### src/include/clock_gen_defines.svh
`ifndef CLOCK_GEN_DEFINES_SVH
`define CLOCK_GEN_DEFINES_SVH

// register indexes
`define IDX_OUTPUT_ENABLE 8'h00
`define IDX_SPREAD_AMP 8'h01
`define IDX_DIFF_EDGE 8'h02
`define IDX_REF_CTRL 8'h03
`define IDX_RESERVED 8'h04
`define IDX_REV_MAKER 8'h05
`define IDX_TYPE_ID 8'h06
`define IDX_READBACK_LEN 8'h07

// field positions
`define POS_STRAP_HI 7
`define POS_STRAP_LO 6
`define POS_SPREAD_SRC 5
`define POS_SW_CODE_HI 4
`define POS_SW_CODE_LO 3
`define POS_AMP_HI 1
`define POS_AMP_LO 0
`define POS_REF_RATE_HI 7
`define POS_REF_RATE_LO 6
`define POS_REF_WOL 5
`define POS_REF_OE 4
`define POS_LEN_HI 4

// reset values
`define RST_OUTPUT_ENABLE 8'hff
`define RST_SPREAD_SRC 1'b0
`define RST_SW_CODE 2'b00
`define RST_AMP 2'b10
`define RST_DIFF_EDGE 8'hff
`define RST_REF_RATE 2'b01
`define RST_REF_WOL 1'b0
`define RST_REF_OE 1'b1
`define RST_READBACK_LEN 5'h08

// fixed read values of reserved bits
`define RSVD_B1_BIT2 1'b1
`define RSVD_B3_LOW 4'hf

// default bus address, cycles to wait before latching the strap
`define DEFAULT_BUS_ADDR 7'h68
`define STRAP_LATCH_CYCLES 2'h3

`endif

### src/include/clock_gen_pkg.sv
package clock_gen_pkg;

	typedef enum logic [1:0] {
		SPREAD_OFF = 2'b00,
		SPREAD_DOWN_025 = 2'b01,
		SPREAD_RESERVED = 2'b10,
		SPREAD_DOWN_050 = 2'b11
	} spread_mode_t;

	typedef enum logic [7:0] {
		ST_IDLE = 8'h01,
		ST_ADDR = 8'h02,
		ST_CMD = 8'h04,
		ST_CNT = 8'h08,
		ST_WDATA = 8'h10,
		ST_ACK = 8'h20,
		ST_RDATA = 8'h40,
		ST_RACK = 8'h80
	} bus_state_t;

	typedef struct packed {
		logic [7:0] diff_clock_output_enable;
		logic [7:0] diff_edge_rate_select;
		logic [1:0] amplitude_sel;
		spread_mode_t spread_mode;
		logic [1:0] ref_edge_rate;
		logic ref_wake_on_lan;
		logic ref_output_enable;
	} clock_cfg_t;

endpackage : clock_gen_pkg

### src/core/clock_gen_smbus_control_regs.sv
`timescale 1ns/1ps
`include "clock_gen_defines.svh"
module clock_gen_smbus_control_regs #(
	parameter logic [6:0] BUS_ADDR = `DEFAULT_BUS_ADDR,
	parameter logic [3:0] REVISION_CODE = 4'h3, // arbitrary value
	parameter logic [3:0] MAKER_CODE = 4'h9, // arbitrary value
	parameter logic [1:0] PART_TYPE = 2'b11, // arbitrary value
	parameter logic [5:0] PART_IDENTIFIER = 6'h15 // arbitrary value
) (
	input wire logic sys_clk,
	input wire logic rst_n,
	input wire logic smb_clk,
	input wire logic smb_data_in,
	output logic smb_data_out,
	output logic smb_data_oe_n,
	input wire logic [7:0] diff_oe_pin_n,
	input wire logic [1:0] spread_strap_level,
	output clock_gen_pkg::clock_cfg_t clock_cfg
);
	logic [11:0] lvl, lvl_d;
	line_sync #(.WIDTH(12)) line_sync_i (
		.sys_clk(sys_clk),
		.rst_n(rst_n),
		.async_in({spread_strap_level, diff_oe_pin_n, smb_data_in, smb_clk}),
		.level(lvl),
		.level_d(lvl_d)
	);
	logic scl, sda, scl_rise, scl_fall, start_seen, stop_seen;
	assign scl = lvl[0];
	assign sda = lvl[1];
	assign scl_rise = scl & ~lvl_d[0];
	assign scl_fall = ~scl & lvl_d[0];
	assign start_seen = scl & lvl_d[0] & lvl_d[1] & ~sda;
	assign stop_seen = scl & lvl_d[0] & ~lvl_d[1] & sda;
	// strap latch after reset release
	logic [1:0] strap_cnt_reg, strap_cnt_next;
	logic [1:0] strap_reg, strap_next;
	always_comb begin
		strap_cnt_next = strap_cnt_reg;
		strap_next = strap_reg;
		if (strap_cnt_reg != `STRAP_LATCH_CYCLES) begin
			strap_cnt_next = strap_cnt_reg + 2'h1;
			strap_next = lvl[11:10];
		end
	end
	always_ff @(posedge sys_clk) begin
		if (!rst_n) begin
			strap_cnt_reg <= 2'h0;
			strap_reg <= 2'b00;
		end else begin
			strap_cnt_reg <= strap_cnt_next;
			strap_reg <= strap_next;
		end
	end
	// configuration registers
	logic [7:0] oe_reg, oe_next;
	logic src_reg, src_next;
	logic [1:0] sw_code_reg, sw_code_next;
	logic [1:0] amp_reg, amp_next;
	logic [7:0] edge_reg, edge_next;
	logic [1:0] ref_rate_reg, ref_rate_next;
	logic wol_reg, wol_next;
	logic ref_oe_reg, ref_oe_next;
	logic [4:0] len_reg, len_next;
	logic wr_en;
	logic [7:0] wr_idx, wr_data;
	function automatic logic [7:0] read_byte(input logic [7:0] idx);
		logic [7:0] val;
		val = 8'h00;
		unique case (idx)
			`IDX_OUTPUT_ENABLE: val = oe_reg;
			`IDX_SPREAD_AMP: val = {strap_reg, src_reg, sw_code_reg, `RSVD_B1_BIT2, amp_reg};
			`IDX_DIFF_EDGE: val = edge_reg;
			`IDX_REF_CTRL: val = {ref_rate_reg, wol_reg, ref_oe_reg, `RSVD_B3_LOW};
			`IDX_RESERVED: val = 8'h00;
			`IDX_REV_MAKER: val = {REVISION_CODE, MAKER_CODE};
			`IDX_TYPE_ID: val = {PART_TYPE, PART_IDENTIFIER};
			`IDX_READBACK_LEN: val = {3'b000, len_reg};
			default: val = 8'h00;
		endcase
		return val;
	endfunction : read_byte
	always_comb begin
		oe_next = oe_reg;
		src_next = src_reg;
		sw_code_next = sw_code_reg;
		amp_next = amp_reg;
		edge_next = edge_reg;
		ref_rate_next = ref_rate_reg;
		wol_next = wol_reg;
		ref_oe_next = ref_oe_reg;
		len_next = len_reg;
		if (wr_en) begin
			unique case (wr_idx)
				`IDX_OUTPUT_ENABLE: oe_next = wr_data;
				`IDX_SPREAD_AMP: begin
					src_next = wr_data[`POS_SPREAD_SRC];
					sw_code_next = wr_data[`POS_SW_CODE_HI:`POS_SW_CODE_LO];
					amp_next = wr_data[`POS_AMP_HI:`POS_AMP_LO];
				end
				`IDX_DIFF_EDGE: edge_next = wr_data;
				`IDX_REF_CTRL: begin
					ref_rate_next = wr_data[`POS_REF_RATE_HI:`POS_REF_RATE_LO];
					wol_next = wr_data[`POS_REF_WOL];
					ref_oe_next = wr_data[`POS_REF_OE];
				end
				`IDX_READBACK_LEN: len_next = wr_data[`POS_LEN_HI:0];
				default: oe_next = oe_reg;
			endcase
		end
	end
	always_ff @(posedge sys_clk) begin
		if (!rst_n) begin
			oe_reg <= `RST_OUTPUT_ENABLE;
			src_reg <= `RST_SPREAD_SRC;
			sw_code_reg <= `RST_SW_CODE;
			amp_reg <= `RST_AMP;
			edge_reg <= `RST_DIFF_EDGE;
			ref_rate_reg <= `RST_REF_RATE;
			wol_reg <= `RST_REF_WOL;
			ref_oe_reg <= `RST_REF_OE;
			len_reg <= `RST_READBACK_LEN;
		end else begin
			oe_reg <= oe_next;
			src_reg <= src_next;
			sw_code_reg <= sw_code_next;
			amp_reg <= amp_next;
			edge_reg <= edge_next;
			ref_rate_reg <= ref_rate_next;
			wol_reg <= wol_next;
			ref_oe_reg <= ref_oe_next;
			len_reg <= len_next;
		end
	end
	// output configuration
	clock_gen_pkg::clock_cfg_t cfg_next;
	logic [1:0] spread_code;
	always_comb begin
		spread_code = src_reg ? sw_code_reg : strap_reg;
		cfg_next.diff_clock_output_enable = oe_reg & ~lvl[9:2];
		cfg_next.diff_edge_rate_select = edge_reg;
		cfg_next.amplitude_sel = amp_reg;
		unique case (spread_code)
			2'b01: cfg_next.spread_mode = clock_gen_pkg::SPREAD_DOWN_025;
			2'b11: cfg_next.spread_mode = clock_gen_pkg::SPREAD_DOWN_050;
			default: cfg_next.spread_mode = clock_gen_pkg::SPREAD_OFF;
		endcase
		cfg_next.ref_edge_rate = ref_rate_reg;
		cfg_next.ref_wake_on_lan = wol_reg;
		cfg_next.ref_output_enable = ref_oe_reg;
	end
	always_ff @(posedge sys_clk) begin
		if (!rst_n) begin
			clock_cfg <= '0;
		end else begin
			clock_cfg <= cfg_next;
		end
	end
	// bus slave
	clock_gen_pkg::bus_state_t state_reg, state_next, after_reg, after_next;
	logic [3:0] bit_reg, bit_next;
	logic [7:0] shift_reg, shift_next;
	logic [7:0] index_reg, index_next;
	logic first_reg, first_next, nack_reg, nack_next, oe_n_reg, oe_n_next;
	logic [7:0] tx;
	always_comb begin
		state_next = state_reg;
		after_next = after_reg;
		bit_next = bit_reg;
		shift_next = shift_reg;
		index_next = index_reg;
		first_next = first_reg;
		nack_next = nack_reg;
		oe_n_next = oe_n_reg;
		wr_en = 1'b0;
		wr_idx = index_reg;
		wr_data = shift_reg;
		tx = first_reg ? {3'b000, len_reg} : read_byte(index_reg);
		if (start_seen) begin
			state_next = clock_gen_pkg::ST_ADDR;
			bit_next = 4'h0;
			oe_n_next = 1'b1;
		end else if (stop_seen) begin
			state_next = clock_gen_pkg::ST_IDLE;
			oe_n_next = 1'b1;
		end else begin
			unique case (state_reg)
				clock_gen_pkg::ST_IDLE: oe_n_next = 1'b1;
				clock_gen_pkg::ST_ADDR, clock_gen_pkg::ST_CMD,
				clock_gen_pkg::ST_CNT, clock_gen_pkg::ST_WDATA: begin
					if (scl_rise) begin
						shift_next = {shift_reg[6:0], sda};
						bit_next = bit_reg + 4'h1;
					end else if (scl_fall && bit_reg == 4'h8) begin
						bit_next = 4'h0;
						oe_n_next = 1'b0;
						state_next = clock_gen_pkg::ST_ACK;
						if (state_reg == clock_gen_pkg::ST_ADDR) begin
							after_next = shift_reg[0] ? clock_gen_pkg::ST_RDATA
								: clock_gen_pkg::ST_CMD;
							first_next = 1'b1;
							if (shift_reg[7:1] != BUS_ADDR) begin
								oe_n_next = 1'b1;
								state_next = clock_gen_pkg::ST_IDLE;
							end
						end else if (state_reg == clock_gen_pkg::ST_CMD) begin
							index_next = shift_reg;
							after_next = clock_gen_pkg::ST_CNT;
						end else if (state_reg == clock_gen_pkg::ST_CNT) begin
							after_next = clock_gen_pkg::ST_WDATA;
						end else begin
							wr_en = 1'b1;
							index_next = index_reg + 8'h01;
							after_next = clock_gen_pkg::ST_WDATA;
						end
					end
				end
				clock_gen_pkg::ST_ACK, clock_gen_pkg::ST_RACK: begin
					if (scl_rise && state_reg == clock_gen_pkg::ST_RACK) begin
						nack_next = sda;
					end else if (scl_fall) begin
						oe_n_next = 1'b1;
						bit_next = 4'h0;
						state_next = after_reg;
						if (state_reg == clock_gen_pkg::ST_RACK && nack_reg) begin
							state_next = clock_gen_pkg::ST_IDLE;
						end else if (after_reg == clock_gen_pkg::ST_RDATA) begin
							shift_next = tx;
							oe_n_next = tx[7];
							bit_next = 4'h1;
							first_next = 1'b0;
							if (!first_reg) begin
								index_next = index_reg + 8'h01;
							end
						end
					end
				end
				clock_gen_pkg::ST_RDATA: begin
					if (scl_fall) begin
						if (bit_reg == 4'h8) begin
							oe_n_next = 1'b1;
							state_next = clock_gen_pkg::ST_RACK;
							nack_next = 1'b1;
						end else begin
							oe_n_next = shift_reg[6];
							shift_next = {shift_reg[6:0], 1'b1};
							bit_next = bit_reg + 4'h1;
						end
					end
				end
			endcase
		end
	end
	always_ff @(posedge sys_clk) begin
		if (!rst_n) begin
			state_reg <= clock_gen_pkg::ST_IDLE;
			after_reg <= clock_gen_pkg::ST_IDLE;
			bit_reg <= 4'h0;
			shift_reg <= 8'h00;
			index_reg <= 8'h00;
			first_reg <= 1'b0;
			nack_reg <= 1'b1;
			oe_n_reg <= 1'b1;
			smb_data_out <= 1'b0;
		end else begin
			state_reg <= state_next;
			after_reg <= after_next;
			bit_reg <= bit_next;
			shift_reg <= shift_next;
			index_reg <= index_next;
			first_reg <= first_next;
			nack_reg <= nack_next;
			oe_n_reg <= oe_n_next;
			smb_data_out <= 1'b0;
		end
	end
	assign smb_data_oe_n = oe_n_reg;
endmodule : clock_gen_smbus_control_regs

### src/core/line_sync.sv
`timescale 1ns/1ps
module line_sync #(
	parameter int WIDTH = 12
) (
	input wire logic sys_clk,
	input wire logic rst_n,
	input wire logic [WIDTH-1:0] async_in,
	output logic [WIDTH-1:0] level,
	output logic [WIDTH-1:0] level_d
);
	logic [WIDTH-1:0] meta_reg;
	logic [WIDTH-1:0] sync_reg;
	logic [WIDTH-1:0] prev_reg;

	if (WIDTH < 1) begin : g_width_check
		$error("line_sync WIDTH must be at least 1");
	end

	// two flops per line, then a third copy for edge finding
	always_ff @(posedge sys_clk) begin
		if (!rst_n) begin
			meta_reg <= '1;
			sync_reg <= '1;
			prev_reg <= '1;
		end else begin
			meta_reg <= async_in;
			sync_reg <= meta_reg;
			prev_reg <= sync_reg;
		end
	end

	assign level = sync_reg;
	assign level_d = prev_reg;
endmodule : line_sync

### config.mk
export PLATFORM = sky130hd
export DESIGN_NAME = clock_gen_smbus_control_regs
export DESIGN_NICKNAME = d
export VERILOG_FILES = /design/src/include/clock_gen_pkg.sv /design/src/core/clock_gen_smbus_control_regs.sv /design/src/core/line_sync.sv
export VERILOG_INCLUDE_DIRS = /design/src /design/src/include
export SDC_FILE = /design/constraint.sdc
export NUM_CORES = 1
export LEC_CHECK = 0
export BUFFER_PORTS_ARGS = -buffer_cell sky130_fd_sc_hd__buf_4
export CAP_MARGIN = 10
export CORE_UTILIZATION = 55
export DETAILED_ROUTE_END_ITERATION = 8
export PLACE_DENSITY_LB_ADDON = 0.15
export SLEW_MARGIN = 20
export SYNTH_ARGS = -nofsm -noshare
export SYNTH_HDL_FRONTEND = slang
export SYNTH_HIERARCHICAL = 1
export SYNTH_SLANG_ARGS = --single-unit
### constraint.sdc
create_clock -name sys_clk -period 2.8 [get_ports sys_clk]
set_clock_uncertainty 0.15 [all_clocks]
set_input_delay 0.14 -clock sys_clk [delete_from_list [all_inputs] [get_ports sys_clk]]
set_output_delay 0.14 -clock sys_clk [all_outputs]
set_load 0.1 [all_outputs]
==> metrics.txt <==
Clock Path Buffers=2; Tot GR Track Use=0.2931; DR WL/cell=~17 um; flop2flop setup slack=between 0.15 and 0.2 ns; clk_lat worst skew=0.53 ns; vias per cell=approximately 6; Clock Power Share=0.509; Leak=between 0.002 and 0.003 uW; core footprint=between 9000 and 10000 um^2; internal power=just over 3000 uW; WP data required=about 3.1 ns; Comb power frac=0.069; Setup Viol. Count Final=0; IO Pins=40; antenna violations before repair=0; vias after detailed routing=~4600; syn avg cell area=between 8 and 9 um^2; setup_tns=0 ns; capturing point of the worst reg2reg path=bit_reg[0]; mapped cell area=about 5300 um^2; largest net degree at the start of global routing=90; CP Class=reg -> reg; Routed Antenna Nets=0; Synth warnings=6; GPL Wtd Cong=just over 0.9; Num CTS Buffers=17; unrepaired setup endpoints after global routing=no; Gate Count Post-Synth=605; CTS tree=yes; Hold Fails Final Rpt=0; most frequent cells in the layout=dfxtp_1, nand2_1, buf_4; Die ar.=10040 um^2; Residual DRC=0; Worst Setup Start Kind=register; clock-pin transition on the worst setup and hold timing paths=approximately 0.060 ns; Post-CTS Setup Bufs=0; Min Hold Slack=0.1742 ns; Chip Width=between 100 and 150 um; Area growth syn-to-layout=22.00%; first-pass GRT wire length=between 20000 and 25000 um; Initial Util=0.5710; Final HPWL DP=9097 um; CTS Sinks=120; Max FO, Critical Path=10; CTS root buffer=clkbuf_8; Pwr per Cell Area=between 600 and 700 nW/um^2; Reg power frac=0.422; die height=between 100 and 150 um; max_slew headroom=0.4681; CP arrival=2.91 ns; Fill cells=around 730; Worst Hold Class=in -> reg; max reg flops=24; Port-buffer cells=38; Post-CTS Resized=0; R2R cell count=6; initial drt markers=approximately 340; Max VDD drop=683.3 uV; H-Tree Depth=4; Critical Path Sink=bit_reg[0]; most common cell after layout, fill and taps aside=dfxtp_1; Slew Viols, Final=0; Ant. Diodes=0; row count=35; status=finished, final reports clean; Final nets=just under 700; Max Fclk=around 380 MHz; number of global-route vias before repair=around 4400; DR pass1 iterations=5; layout cells sized above 1=0.1712; Least-Margin Pin Slew=0.7979 ns; fin crit share=0.9422; Worst Setup End Kind=register; Setup crit start=state_reg[2]; syn_nets=about 630; Sw Pwr=1128 uW; Sw Share=0.2685; max-cap violation count=0; Routed WL=~14000 um; r2r startpoint=state_reg[2]; Min Clock Period, post-route=~2.6 ns; grt ovf=0
-- per-stage QoR --
| step | total power (uW) | util | instances | setup WS [ns] | instance area (um^2) |
|---|---|---|---|---|---|
| after global routing | 4325 | 0.6966 | 795 | 0.04832 | 6467 |
| after detailed placement | 2082 | 0.6197 | 750 | 0.2598 | 5753 |
| after floorplan | 2013 | - | 605 | 0.5625 | 5301 |
| after global placement | 2078 | 0.6197 | 750 | 0.2904 | 5753 |
| final | 4200 | 0.6966 | 795 | 0.1618 | 6467 |
| after CTS | 4219 | 0.6966 | 795 | 0.2340 | 6467 |
-- worst max-delay path: stages (launching register included) --
cell and delay (ns):
dfxtp_1 0.41, nor4_4 0.52, nand3_2 0.22, a21oi_1 0.55, nor2_1 0.07, or4_1 0.47
o211a_1 0.14
-- power groups by stage --
| stage | clock, uW | combinational, uW | sequential (uW) |
|---|---|---|---|
| after floorplan | 0 | 113 | 1900 |
| after CTS | 2160 | 288 | 1770 |
| final | 2140 | 289 | 1770 |
| after global routing | 2240 | 308 | 1780 |
| after global placement | 0 | 269 | 1810 |
| after detailed placement | 0 | 272 | 1810 |
-- metal layers --
layer | up-vias | GRT usage | wire length (um)
li1 | 2234 | - | -
met1 | 2225 | 0.3983 | 6365
met2 | 162 | 0.4499 | 6095
met3 | 24 | 0.09053 | 823
met4 | 0 | 0.08361 | 257
met5 | - | 0 | 0
-- repair_timing --
| action | CTS | global route |
|---|---|---|
| endpoints found under the hold margin | 22 | 0 |
| setup endpoints to repair | 0 | 0 |
| hold buffers | 13 | 0 |
-- worst min path at each step --
stage,from,to,cells after the start
2_1_floorplan,spread_strap_level[1],line_sync_i/meta_reg[11],1
3_3_place_gp,spread_strap_level[1],line_sync_i/meta_reg[11],2
3_5_place_dp,diff_oe_pin_n[7],line_sync_i/meta_reg[9],2
4_1_cts,diff_oe_pin_n[7],line_sync_i/meta_reg[9],3
5_1_grt,spread_strap_level[1],line_sync_i/meta_reg[11],3
6_report,spread_strap_level[1],line_sync_i/meta_reg[11],3
-- final cells by class --
| class | count | area (um^2) | area share |
|---|---|---|---|
| Timing Repair Buffer | 75 | 620.6 | 0.09596 |
| Clock inverter | 15 | 170.2 | 0.02631 |
| Inverter | 9 | 33.78 | 0.005223 |
| Clock buffer | 17 | 414.1 | 0.06404 |
| Sequential cell | 120 | 2402 | 0.3714 |
| Tap cell | 129 | 161.4 | 0.02496 |
| Multi-Input combinational cell | 430 | 2665 | 0.4121 |
Note: power is estimated with default switching activity, not from simulation.
